## config.mk

```make
export PLATFORM = sky130hd
export DESIGN_NAME = lsc_load_ctrl
export DESIGN_NICKNAME = d
export VERILOG_FILES = /design/src/hdl/lsc_pkg.sv /design/src/hdl/lsc_delay_timer.sv /design/src/hdl/lsc_load_ctrl.sv /design/src/hdl/lsc_out_route.sv
export VERILOG_INCLUDE_DIRS = /design/src /design/src/hdl
export SDC_FILE = /design/constraint.sdc
export NUM_CORES = 1
export LEC_CHECK = 0
export ABC_AREA = 1
export BUFFER_PORTS_ARGS = -buffer_cell sky130_fd_sc_hd__buf_4
export CAP_MARGIN = 0
export CORE_MARGIN = 4
export CORE_UTILIZATION = 35
export CTS_CLUSTER_SIZE = 12
export DETAILED_ROUTE_END_ITERATION = 6
export GPL_ROUTABILITY_DRIVEN = 0
export SLEW_MARGIN = 20
export SYNTH_ARGS = -nofsm -noshare
export SYNTH_HDL_FRONTEND = slang
export SYNTH_SLANG_ARGS = --single-unit
```

## constraint.sdc

```tcl
create_clock -name sys_clk_i -period 3.65 [get_ports sys_clk_i]
set_input_delay 0.73 -clock sys_clk_i [delete_from_list [all_inputs] [get_ports sys_clk_i]]
set_output_delay 0.73 -clock sys_clk_i [all_outputs]
set_load 0.005 [all_outputs]
```

## src/hdl/lsc_params.svh

```systemverilog
// Purpose: Constants of the load shedding and load add/subtract controller
// Assumes: 20 MHz system clock, AXI4-Lite register access with 32-bit data
// Notes:   Delays are programmed in milliseconds
//
// Operation
// - Shedding logic runs always out of reset; no enable exists.
// - Shedding level can be routed to any one general digital output.
// - Power above upper limit sets the shedding output.
// - Power below lower limit clears the shedding output.
// - Dummy-load output is the exact inverse of the shedding output.
// - Increase-load output is high while power is below lower limit.
// - Decrease-load output is high while power is above upper limit.
// - New increase pulse waits the same-direction delay since the previous one.
// - Same-direction delay also separates two decrease pulses.
// - Opposite pulse waits the opposite-direction delay; early requests are deferred.
// - At delay expiry the limit is re-checked before the deferred pulse.
`ifndef LSC_PARAMS_SVH
`define LSC_PARAMS_SVH

// ----------------------------------------------------------------
// Timing
// ----------------------------------------------------------------
`define LSC_CLK_MHZ      32'h14
`define LSC_TICK_US      32'h3e8
`define LSC_TICK_CYCLES  (`LSC_TICK_US * `LSC_CLK_MHZ)

// ----------------------------------------------------------------
// Register byte addresses
// ----------------------------------------------------------------
`define LSC_ADDR_HIGH    8'h00
`define LSC_ADDR_LOW     8'h04
`define LSC_ADDR_SAME    8'h08
`define LSC_ADDR_OPP     8'h0c
`define LSC_ADDR_ROUTE   8'h10
`define LSC_ADDR_STATUS  8'h14
`define LSC_ADDR_POWER   8'h18

// ----------------------------------------------------------------
// Reset values and fields
// ----------------------------------------------------------------
`define LSC_RST_HIGH     16'h0c00
`define LSC_RST_LOW      16'h0400
`define LSC_RST_SAME     16'h000a
`define LSC_RST_OPP      16'h0014
`define LSC_RST_ROUTE    16'h0000
`define LSC_ROUTE_INV    8
`define LSC_ST_SHED      0
`define LSC_ST_DUMMY     1
`define LSC_ST_ADD       2
`define LSC_ST_SUB       3
`define LSC_ST_ADD_WAIT  4
`define LSC_ST_SUB_WAIT  5
`define LSC_RESP_OKAY    2'h0
`define LSC_RESP_SLVERR  2'h2

`endif

```

## src/hdl/lsc_pkg.sv

```systemverilog
// Purpose: Types of the load shedding and load add/subtract controller
// Assumes: Constants come from lsc_params.svh
// Notes:   Types only
package lsc_pkg;
  typedef logic [15:0] lsc_word_t;
  typedef enum logic [1:0] {
    LSC_DIR_NONE,
    LSC_DIR_ADD,
    LSC_DIR_SUB
  } lsc_dir_t;
endpackage

```

## src/hdl/lsc_delay_timer.sv

```systemverilog
// Purpose: Millisecond down-counter for minimum pulse spacing
// Assumes: tick_i is a one-cycle pulse once per millisecond
// Notes:   One extra count covers the partial first tick, so a delay is never short
module lsc_delay_timer #(
  parameter int W = 16
) (
  input  wire logic         sys_clk_i,
  input  wire logic         rst_n_i,
  input  wire logic         tick_i,
  input  wire logic         start_i,
  input  wire logic [W-1:0] load_i,
  output logic              done_o
);
  logic [W:0] count;

  always_ff @(posedge sys_clk_i or negedge rst_n_i) begin
    if (!rst_n_i) begin
      count <= '0;
    end else if (start_i) begin
      count <= (load_i == '0) ? '0 : ({1'b0, load_i} + {{W{1'b0}}, 1'b1});
    end else if (tick_i && count != '0) begin
      count <= count - {{W{1'b0}}, 1'b1};
    end
  end

  assign done_o = (count == '0);
endmodule

```

## src/hdl/lsc_load_ctrl.sv

```systemverilog
// Purpose: Load shedding, dummy load and load add/subtract control with AXI4-Lite registers
// Assumes: power_i is produced by metering logic on sys_clk_i
// Notes:   Limits compare unsigned power; delays count whole milliseconds
//
// Chosen here: register access over AXI4-Lite and the address map.
`include "lsc_params.svh"

module lsc_load_ctrl #(
  parameter int NUM_DOUT    = 8,
  parameter int TICK_CYCLES = `LSC_TICK_CYCLES
) (
  input  wire logic                 sys_clk_i,
  input  wire logic                 rst_n_i,
  input  wire logic [15:0]          power_i,
  output logic                      shed_o,
  output logic                      dummy_o,
  output logic                      load_add_o,
  output logic                      load_sub_o,
  output logic [NUM_DOUT-1:0]       dig_out_o,
  input  wire logic [7:0]           s_axi_awaddr,
  input  wire logic [2:0]           s_axi_awprot,
  input  wire logic                 s_axi_awvalid,
  output logic                      s_axi_awready,
  input  wire logic [31:0]          s_axi_wdata,
  input  wire logic [3:0]           s_axi_wstrb,
  input  wire logic                 s_axi_wvalid,
  output logic                      s_axi_wready,
  output logic [1:0]                s_axi_bresp,
  output logic                      s_axi_bvalid,
  input  wire logic                 s_axi_bready,
  input  wire logic [7:0]           s_axi_araddr,
  input  wire logic [2:0]           s_axi_arprot,
  input  wire logic                 s_axi_arvalid,
  output logic                      s_axi_arready,
  output logic [31:0]               s_axi_rdata,
  output logic [1:0]                s_axi_rresp,
  output logic                      s_axi_rvalid,
  input  wire logic                 s_axi_rready
);
  localparam int TW = $clog2(TICK_CYCLES);

  lsc_pkg::lsc_word_t high_lim;
  lsc_pkg::lsc_word_t low_lim;
  lsc_pkg::lsc_word_t same_dly;
  lsc_pkg::lsc_word_t opp_dly;
  lsc_pkg::lsc_word_t route_cfg;
  lsc_pkg::lsc_dir_t  last_dir;
  logic [TW-1:0]      div;
  logic               tick;
  logic               above;
  logic               below;
  logic               next_shed;
  logic               add_same_done;
  logic               sub_same_done;
  logic               opp_done;
  logic               opp_block_add;
  logic               opp_block_sub;
  logic               sub_go;
  logic               add_go;
  logic               aw_held;
  logic               w_held;
  logic [7:0]         wr_addr;
  logic [31:0]        wr_data;
  logic [3:0]         wr_strb;
  logic               aw_hs;
  logic               w_hs;
  logic               ar_hs;
  logic               do_wr;
  logic               wr_hit;
  logic               next_rvalid;
  logic [31:0]        rd_word;
  logic               rd_hit;

  function automatic lsc_pkg::lsc_word_t merge16(input lsc_pkg::lsc_word_t old,
                                                 input logic [31:0] data,
                                                 input logic [3:0] strb);
    lsc_pkg::lsc_word_t r;
    r = old;
    if (strb[0]) begin
      r[7:0] = data[7:0];
    end
    if (strb[1]) begin
      r[15:8] = data[15:8];
    end
    return r;
  endfunction

  // ----------------------------------------------------------------
  // Millisecond tick
  // ----------------------------------------------------------------
  always_ff @(posedge sys_clk_i or negedge rst_n_i) begin
    if (!rst_n_i) begin
      div  <= '0;
      tick <= 1'b0;
    end else if (div == TW'(TICK_CYCLES - 1)) begin
      div  <= '0;
      tick <= 1'b1;
    end else begin
      div  <= div + {{(TW-1){1'b0}}, 1'b1};
      tick <= 1'b0;
    end
  end

  // ----------------------------------------------------------------
  // Shedding and dummy load
  // ----------------------------------------------------------------
  assign above = (power_i > high_lim);
  assign below = (power_i < low_lim);

  // Upper limit wins if software sets the limits the wrong way round
  always_comb begin
    next_shed = shed_o;
    if (above) begin
      next_shed = 1'b1;
    end else if (below) begin
      next_shed = 1'b0;
    end
  end

  // No enable term: free-running from reset release
  always_ff @(posedge sys_clk_i or negedge rst_n_i) begin
    if (!rst_n_i) begin
      shed_o  <= 1'b0;
      dummy_o <= 1'b1;
    end else begin
      shed_o  <= next_shed;
      dummy_o <= ~next_shed;
    end
  end

  lsc_out_route #(
    .N (NUM_DOUT)
  ) u_route (
    .sys_clk_i (sys_clk_i),
    .rst_n_i   (rst_n_i),
    .level_i   (shed_o),
    .inv_i     (route_cfg[`LSC_ROUTE_INV]),
    .sel_i     (route_cfg[7:0]),
    .dig_out_o (dig_out_o)
  );

  // ----------------------------------------------------------------
  // Load add / subtract pacing
  // ----------------------------------------------------------------
  assign opp_block_add = (last_dir == lsc_pkg::LSC_DIR_SUB) && !opp_done;
  assign opp_block_sub = (last_dir == lsc_pkg::LSC_DIR_ADD) && !opp_done;
  // Conditions are re-evaluated every cycle, so a deferred pulse needs the limit still crossed
  assign sub_go = !load_sub_o && above && sub_same_done && !opp_block_sub;
  assign add_go = !load_add_o && below && add_same_done && !opp_block_add && !sub_go;

  lsc_delay_timer #(.W(16)) u_add_same (
    .sys_clk_i (sys_clk_i),
    .rst_n_i   (rst_n_i),
    .tick_i    (tick),
    .start_i   (add_go),
    .load_i    (same_dly),
    .done_o    (add_same_done)
  );

  lsc_delay_timer #(.W(16)) u_sub_same (
    .sys_clk_i (sys_clk_i),
    .rst_n_i   (rst_n_i),
    .tick_i    (tick),
    .start_i   (sub_go),
    .load_i    (same_dly),
    .done_o    (sub_same_done)
  );

  lsc_delay_timer #(.W(16)) u_opp (
    .sys_clk_i (sys_clk_i),
    .rst_n_i   (rst_n_i),
    .tick_i    (tick),
    .start_i   (add_go | sub_go),
    .load_i    (opp_dly),
    .done_o    (opp_done)
  );

  // Outputs stay high until the external system moves power back past the limit
  always_ff @(posedge sys_clk_i or negedge rst_n_i) begin
    if (!rst_n_i) begin
      load_add_o <= 1'b0;
    end else if (add_go) begin
      load_add_o <= 1'b1;
    end else if (!below) begin
      load_add_o <= 1'b0;
    end
  end

  always_ff @(posedge sys_clk_i or negedge rst_n_i) begin
    if (!rst_n_i) begin
      load_sub_o <= 1'b0;
    end else if (sub_go) begin
      load_sub_o <= 1'b1;
    end else if (!above) begin
      load_sub_o <= 1'b0;
    end
  end

  always_ff @(posedge sys_clk_i or negedge rst_n_i) begin
    if (!rst_n_i) begin
      last_dir <= lsc_pkg::LSC_DIR_NONE;
    end else begin
      case (1'b1)
        sub_go:  last_dir <= lsc_pkg::LSC_DIR_SUB;
        add_go:  last_dir <= lsc_pkg::LSC_DIR_ADD;
        default: last_dir <= last_dir;
      endcase
    end
  end

  // ----------------------------------------------------------------
  // AXI4-Lite write channel
  // ----------------------------------------------------------------
  assign aw_hs = s_axi_awvalid && s_axi_awready;
  assign w_hs  = s_axi_wvalid && s_axi_wready;
  assign do_wr = aw_held && w_held && !s_axi_bvalid;

  always_ff @(posedge sys_clk_i or negedge rst_n_i) begin
    if (!rst_n_i) begin
      aw_held       <= 1'b0;
      w_held        <= 1'b0;
      wr_addr       <= 8'h00;
      wr_data       <= 32'h0000_0000;
      wr_strb       <= 4'h0;
      s_axi_awready <= 1'b0;
      s_axi_wready  <= 1'b0;
    end else begin
      if (aw_hs) begin
        wr_addr <= s_axi_awaddr;
      end
      if (w_hs) begin
        wr_data <= s_axi_wdata;
        wr_strb <= s_axi_wstrb;
      end
      aw_held       <= (aw_held | aw_hs) & !do_wr;
      w_held        <= (w_held | w_hs) & !do_wr;
      s_axi_awready <= !((aw_held | aw_hs) & !do_wr);
      s_axi_wready  <= !((w_held | w_hs) & !do_wr);
    end
  end

  always_comb begin
    wr_hit = 1'b1;
    if (wr_addr == `LSC_ADDR_HIGH) begin
      wr_hit = 1'b1;
    end else if (wr_addr == `LSC_ADDR_LOW) begin
      wr_hit = 1'b1;
    end else if (wr_addr == `LSC_ADDR_SAME) begin
      wr_hit = 1'b1;
    end else if (wr_addr == `LSC_ADDR_OPP) begin
      wr_hit = 1'b1;
    end else if (wr_addr == `LSC_ADDR_ROUTE) begin
      wr_hit = 1'b1;
    end else begin
      wr_hit = 1'b0;
    end
  end

  // Configuration registers
  always_ff @(posedge sys_clk_i or negedge rst_n_i) begin
    if (!rst_n_i) begin
      high_lim  <= `LSC_RST_HIGH;
      low_lim   <= `LSC_RST_LOW;
      same_dly  <= `LSC_RST_SAME;
      opp_dly   <= `LSC_RST_OPP;
      route_cfg <= `LSC_RST_ROUTE;
    end else if (do_wr) begin
      if (wr_addr == `LSC_ADDR_HIGH) begin
        high_lim <= merge16(high_lim, wr_data, wr_strb);
      end else if (wr_addr == `LSC_ADDR_LOW) begin
        low_lim <= merge16(low_lim, wr_data, wr_strb);
      end else if (wr_addr == `LSC_ADDR_SAME) begin
        same_dly <= merge16(same_dly, wr_data, wr_strb);
      end else if (wr_addr == `LSC_ADDR_OPP) begin
        opp_dly <= merge16(opp_dly, wr_data, wr_strb);
      end else if (wr_addr == `LSC_ADDR_ROUTE) begin
        route_cfg <= merge16(route_cfg, wr_data, wr_strb);
      end
    end
  end

  always_ff @(posedge sys_clk_i or negedge rst_n_i) begin
    if (!rst_n_i) begin
      s_axi_bvalid <= 1'b0;
      s_axi_bresp  <= `LSC_RESP_OKAY;
    end else if (do_wr) begin
      s_axi_bvalid <= 1'b1;
      s_axi_bresp  <= wr_hit ? `LSC_RESP_OKAY : `LSC_RESP_SLVERR;
    end else if (s_axi_bready) begin
      s_axi_bvalid <= 1'b0;
    end
  end

  // ----------------------------------------------------------------
  // AXI4-Lite read channel
  // ----------------------------------------------------------------
  assign ar_hs       = s_axi_arvalid && s_axi_arready;
  assign next_rvalid = ar_hs | (s_axi_rvalid & !s_axi_rready);

  always_comb begin
    rd_word = 32'h0000_0000;
    rd_hit  = 1'b1;
    if (s_axi_araddr == `LSC_ADDR_HIGH) begin
      rd_word[15:0] = high_lim;
    end else if (s_axi_araddr == `LSC_ADDR_LOW) begin
      rd_word[15:0] = low_lim;
    end else if (s_axi_araddr == `LSC_ADDR_SAME) begin
      rd_word[15:0] = same_dly;
    end else if (s_axi_araddr == `LSC_ADDR_OPP) begin
      rd_word[15:0] = opp_dly;
    end else if (s_axi_araddr == `LSC_ADDR_ROUTE) begin
      rd_word[15:0] = route_cfg;
    end else if (s_axi_araddr == `LSC_ADDR_STATUS) begin
      rd_word[`LSC_ST_SHED]     = shed_o;
      rd_word[`LSC_ST_DUMMY]    = dummy_o;
      rd_word[`LSC_ST_ADD]      = load_add_o;
      rd_word[`LSC_ST_SUB]      = load_sub_o;
      rd_word[`LSC_ST_ADD_WAIT] = below && !load_add_o;
      rd_word[`LSC_ST_SUB_WAIT] = above && !load_sub_o;
    end else if (s_axi_araddr == `LSC_ADDR_POWER) begin
      rd_word[15:0] = power_i;
    end else begin
      rd_hit = 1'b0;
    end
  end

  always_ff @(posedge sys_clk_i or negedge rst_n_i) begin
    if (!rst_n_i) begin
      s_axi_rvalid  <= 1'b0;
      s_axi_rdata   <= 32'h0000_0000;
      s_axi_rresp   <= `LSC_RESP_OKAY;
      s_axi_arready <= 1'b0;
    end else begin
      s_axi_rvalid  <= next_rvalid;
      s_axi_arready <= !next_rvalid;
      if (ar_hs) begin
        s_axi_rdata <= rd_word;
        s_axi_rresp <= rd_hit ? `LSC_RESP_OKAY : `LSC_RESP_SLVERR;
      end
    end
  end

  // ----------------------------------------------------------------
  // Assertions
  // ----------------------------------------------------------------
  property p_shed_set;
    @(posedge sys_clk_i) disable iff (!rst_n_i) above |=> shed_o;
  endproperty
  a_shed_set: assert property (p_shed_set) else $error("shed not set above upper limit");

  property p_shed_clr;
    @(posedge sys_clk_i) disable iff (!rst_n_i) (below && !above) |=> !shed_o;
  endproperty
  a_shed_clr: assert property (p_shed_clr) else $error("shed not cleared below lower limit");

  property p_shed_hold;
    @(posedge sys_clk_i) disable iff (!rst_n_i) (!below && !above) |=> $stable(shed_o);
  endproperty
  a_shed_hold: assert property (p_shed_hold) else $error("shed changed between limits");

  property p_dummy_inv;
    @(posedge sys_clk_i) disable iff (!rst_n_i) dummy_o != shed_o;
  endproperty
  a_dummy_inv: assert property (p_dummy_inv) else $error("dummy not inverse of shed");

  property p_add_drop;
    @(posedge sys_clk_i) disable iff (!rst_n_i) !below |=> !load_add_o;
  endproperty
  a_add_drop: assert property (p_add_drop) else $error("add held above lower limit");

  property p_sub_drop;
    @(posedge sys_clk_i) disable iff (!rst_n_i) !above |=> !load_sub_o;
  endproperty
  a_sub_drop: assert property (p_sub_drop) else $error("subtract held below upper limit");

  property p_add_space;
    @(posedge sys_clk_i) disable iff (!rst_n_i)
      $rose(load_add_o) |-> $past(add_same_done) ##1 (same_dly == '0 || !add_same_done);
  endproperty
  a_add_space: assert property (p_add_space) else $error("add pulse spacing broken");

  property p_sub_space;
    @(posedge sys_clk_i) disable iff (!rst_n_i)
      $rose(load_sub_o) |-> $past(sub_same_done) ##1 (same_dly == '0 || !sub_same_done);
  endproperty
  a_sub_space: assert property (p_sub_space) else $error("subtract pulse spacing broken");

  property p_opp_defer;
    @(posedge sys_clk_i) disable iff (!rst_n_i)
      (below && !load_add_o && opp_block_add) |=> !load_add_o;
  endproperty
  a_opp_defer: assert property (p_opp_defer) else $error("add not deferred by opposite delay");

  property p_recheck;
    @(posedge sys_clk_i) disable iff (!rst_n_i)
      $rose(load_add_o) || $rose(load_sub_o) |-> $past(below) || $past(above);
  endproperty
  a_recheck: assert property (p_recheck) else $error("pulse without limit crossed");

  c_add_pulse: cover property (@(posedge sys_clk_i) disable iff (!rst_n_i) $rose(load_add_o));
  c_sub_pulse: cover property (@(posedge sys_clk_i) disable iff (!rst_n_i) $rose(load_sub_o));
  c_deferred:  cover property (@(posedge sys_clk_i) disable iff (!rst_n_i)
                               (below && opp_block_add) ##[1:1000] $rose(load_add_o));
  c_shed_rise: cover property (@(posedge sys_clk_i) disable iff (!rst_n_i) $rose(shed_o));
endmodule

```

## src/hdl/lsc_out_route.sv

```systemverilog
// Purpose: Steers the shedding level onto one general digital output
// Assumes: Select and level come from the same clock domain
// Notes:   An index beyond the outputs drives none of them
module lsc_out_route #(
  parameter int N = 8
) (
  input  wire logic         sys_clk_i,
  input  wire logic         rst_n_i,
  input  wire logic         level_i,
  input  wire logic         inv_i,
  input  wire logic [7:0]   sel_i,
  output logic      [N-1:0] dig_out_o
);
  for (genvar i = 0; i < N; i++) begin : g_out
    always_ff @(posedge sys_clk_i or negedge rst_n_i) begin
      if (!rst_n_i) begin
        dig_out_o[i] <= 1'b0;
      end else begin
        dig_out_o[i] <= (sel_i == 8'(i)) ? (level_i ^ inv_i) : 1'b0;
      end
    end
  end
endmodule

```

==> run summary <==
=================================================================================================================
Clock Power Share                                                                                           33.3%
Initial antenna violation count                                                                                 0
Yosys top cell area share                                                                                  42.27%
Mean post-synth cell area                                                                               7.782 µm²
Share of layout cells above drive strength 1                                                               12.20%
Floorplan die area                                                                                     37,540 µm²
Slew of the pin with the lowest slew margin                                                             0.8910 ns
Root cell of the clock tree                                                                          sky130_fd_sc_hd__clkbuf_16
Starting Density                                                                                           35.75%
Footprint of the flip-flops and latches                                                                  5315 µm²
Critical Path Fanout Max                                                                                       14
Data required time at the worst endpoint                                                                  4.06 ns
Status                                                                                               finished, final reports clean
First-pass detailed-route iteration total                                                                       5
Comb power frac                                                                                             23.3%
Async set or reset register ratio after synthesis                                                          100.0%
Wire length of the first global-routing pass                                                            54,130 µm
Share of the synthesized area in compound gates (AO/OA/AOI/OAI)                                            11.26%
Register-to-Register Path Depth                                                                                15
Placeable core area                                                                                    33,780 µm²
Number of global-route vias before repair                                                                  10,072
Count of input and output buffers                                                                              91
Switching Power                                                                                          2.335 mW
Maximum clock path buffer count                                                                                 3
Most common cell after layout, fill and taps aside                                                   sky130_fd_sc_hd__nand2_1
TritonCTS clock tree                                                                                        built
Number of enable flip-flop cells after synthesis                                                                0
Area fraction in and, or, nand and nor cells after synthesis                                               27.80%
Sw Ratio                                                                                                   33.46%
GR Util All Layers                                                                                         17.31%
Critical Path AT                                                                                          3.28 ns
Flops & latches, synth                                                                                        212
Mapped Area                                                                                            12,080 µm²
Clock-pin slew on the worst setup and hold paths                                                          0.06 ns
Height of the die                                                                                        193.8 µm
Post-cts gate resize count                                                                                      0
Number of buffers added by the clock tree synthesis step                                                       24
Per-cell routed wire length                                                                              15.72 µm
Final-report setup violation count                                                                              0
Register area share after synthesis                                                                        44.01%
Detailed Route Iter0 Violations                                                                               750
Cells after Synth                                                                                           1,552
Maximum vdd ir drop                                                                                      430.0 µV
Multi-input gate area                                                                                    5738 µm²
Antenna diodes                                                                                                  0
Post-route worst hold slack                                                                             0.2257 ns
Kind of end point of the critical path                                                                       flop
Most area-consuming cells after synthesis                                                            sky130_fd_sc_hd__dfrtp_1 (42%), sky130_fd_sc_hd__nand2_1 (12%), sky130_fd_sc_hd__o21ai_0 (6.1%)
Dominant combinational cell family by area after synthesis                                           simple AND/OR/NAND/NOR gates
Share of the clock period used by the worst path                                                           78.80%
Commonest cells after routing, fill and taps aside                                                   sky130_fd_sc_hd__nand2_1 (400), sky130_fd_sc_hd__dfrtp_1 (204), sky130_fd_sc_hd__inv_1 (194)
Filler Cells Inserted                                                                                       3,436
Via count of the routed design                                                                             10,370
Total DRC errors in the routed layout                                                                           0
Floorplan row count                                                                                            67
Share of power burned in registers                                                                          43.4%
Die X                                                                                                    193.8 µm
Max-slew violations                                                                                             0
Max-capacitance violation count                                                                                 0
Min-Delay Path Class                                                                                 input pin to asynchronous set/reset pin
Setup total negative slack                                                                                   0 ns
Unique cell type count in the Yosys netlist                                                                    58
Area added between synthesis and finish                                                                    15.04%
Number of clock sinks                                                                                         212
Clk_skew                                                                                               0.01656 ns
Proportion of synthesized area in mux cells                                                                    0%
Maximum achievable frequency                                                                            347.7 MHz
Deepest level of the CTS H-tree                                                                                 1
Overflow left after global routing                                                                              0
Hold bufs inserted after CTS                                                                                    0
Kind of start point of the critical path                                                                     flop
Vias per std cell                                                                                           4.929
Clock latency on the worst-skew pair                                                                      0.52 ns
Start-to-end type of the worst setup path                                                            flop to flop
Worst slew margin                                                                                          40.05%
Remaining antenna violation count after routing                                                                 0
Leading area contributor after synthesis                                                             sky130_fd_sc_hd__dfrtp_1
Final Power                                                                                              6.978 mW
Arithmetic-cell share of the synthesized area counting full adders, half adders and majority gates         4.040%
Post-detail-place hpwl                                                                                  25,290 µm
Setup repair after global routing missed its margin                                                         false
Final Hold Fails                                                                                                0
Final worst path period need                                                                             2.876 ns
Post-CTS Setup Inserts                                                                                          0
Largest net degree at the start of global routing                                                              94
Number of warnings printed during yosys synthesis                                                               0
Routed WL                                                                                               33,080 µm
Pwr/cell area                                                                                        502.2 nW/µm²
Int Power                                                                                                4.643 mW
Io pins                                                                                                       134
Most frequently used flop master after synthesis                                                     sky130_fd_sc_hd__dfrtp_1
Leakage power summed over all cells                                                                      6.520 nW
Final #Nets                                                                                                 1,761
Post-synthesis xor/xnor area fraction                                                                      3.843%
=================================================================================================================
-- power by group through the flow --
stage                     Clock (mW)  Combinational (mW)  Sequential (mW)
after global placement             0                1.60             3.05
after CTS                       2.38                1.64             3.03
after global routing            2.49                1.87             3.09
after floorplan                    0                1.04             2.97
final                           2.32                1.63             3.03
after detailed placement           0                1.63             3.06
-- Yosys cell counts (all sizes together) (3+ instances only) --
cell    instances
a221oi          4
inv           200
nor2          156
nand3         102
nand3b          6
nand4          28
clkinv          3
xor2           46
dfstp           8
o221ai         11
a21oi          45
dfrtp         204
ha             39
o21ai         156
nand2         412
xnor2           7
nor4            9
o211ai         10
o31ai           4
nor3           28
or2             4
buf            32
o22ai           4
clkbuf         19
-- flip-flops by register name, indices dropped and copies added, names as in the netlist, 2 cells and up --
name	cells
u_route.dig_out_o	8
wr_data	16
u_add_same.count	17
high_lim	16
route_cfg	16
same_dly	16
u_sub_same.count	17
last_dir	2
opp_dly	16
wr_addr	8
s_axi_rdata	16
u_opp.count	17
low_lim	16
wr_strb	2
div	15
-- cell type report --
class,count,area share (%)
Inverter,203,5.484
Tap cell,448,4.034
Sequential cell,212,38.25
Clock buffer,35,4.980
Multi-Input combinational cell,1103,41.30
Timing Repair Buffer,97,5.475
Clock inverter,6,0.4773
-- final timing paths --
check / slack (ns) / start / end
max: 0.77 / high_lim[11] / u_add_same.count[2]
min: 0.23 / rst_n_i / u_add_same.count[3]
max reg2reg: 0.77 / high_lim[11] / u_add_same.count[2]
min reg2reg: 0.46 / div[0] / div[0]
max in group asynchronous: 2.59 / rst_n_i / high_lim[11]
min in group sys_clk_i: 0.38 / s_axi_bready / s_axi_bvalid
-- per-layer routing --
| metal | routed length [µm] | up-vias | GRT usage, % |
|---|---|---|---|
| met2 | 14880 | 288 | 27.63 |
| met4 | 925 | 0 | 4.354 |
| li1 | - | 5170 | - |
| met5 | 0 | - | 0 |
| met3 | 1892 | 56 | 2.989 |
| met1 | 15380 | 4856 | 24.57 |
-- logic make-up (layout without fill, tap and decap cells) --
kind of cell               count (synthesis)  count (layout)
and+or+nand+nor                          749             749
buffers and inverters                    254             341
AOI/OAI and AO/OA                        244             244
DFF                                      212             212
xor gates and xnor gates                  53              53
adders and majority gates                 39              39
other                                      1              18
-- stage by stage --
stage	worst slack (ns)	area, µm²	std cells	util (%)
finish	0.7739	13890	2104	41.13
global route	0.5056	13890	2104	41.13
CTS	0.7575	13890	2104	41.13
detailed placement	0.4887	13140	2063	38.88
global placement	0.5234	13140	2063	38.88
floorplan	1.303	12140	1569	-
-- critical path, cell delays in order (launching register included) --
cell                      delay [ns]
sky130_fd_sc_hd__dfstp_2        0.53
sky130_fd_sc_hd__inv_1          0.06
sky130_fd_sc_hd__ha_1           0.29
sky130_fd_sc_hd__nand2_1        0.06
sky130_fd_sc_hd__inv_1          0.06
sky130_fd_sc_hd__nand3_1        0.06
sky130_fd_sc_hd__nor2_1         0.28
sky130_fd_sc_hd__nand2_1        0.10
sky130_fd_sc_hd__nand2_1        0.10
sky130_fd_sc_hd__nand2_1        0.15
sky130_fd_sc_hd__nor2_4         0.20
sky130_fd_sc_hd__nand3_1        0.21
sky130_fd_sc_hd__nand2_2        0.33
sky130_fd_sc_hd__nand2_4        0.14
sky130_fd_sc_hd__nand3_1        0.12
sky130_fd_sc_hd__nand2_1        0.05
Note: power is estimated with default switching activity, not from simulation.
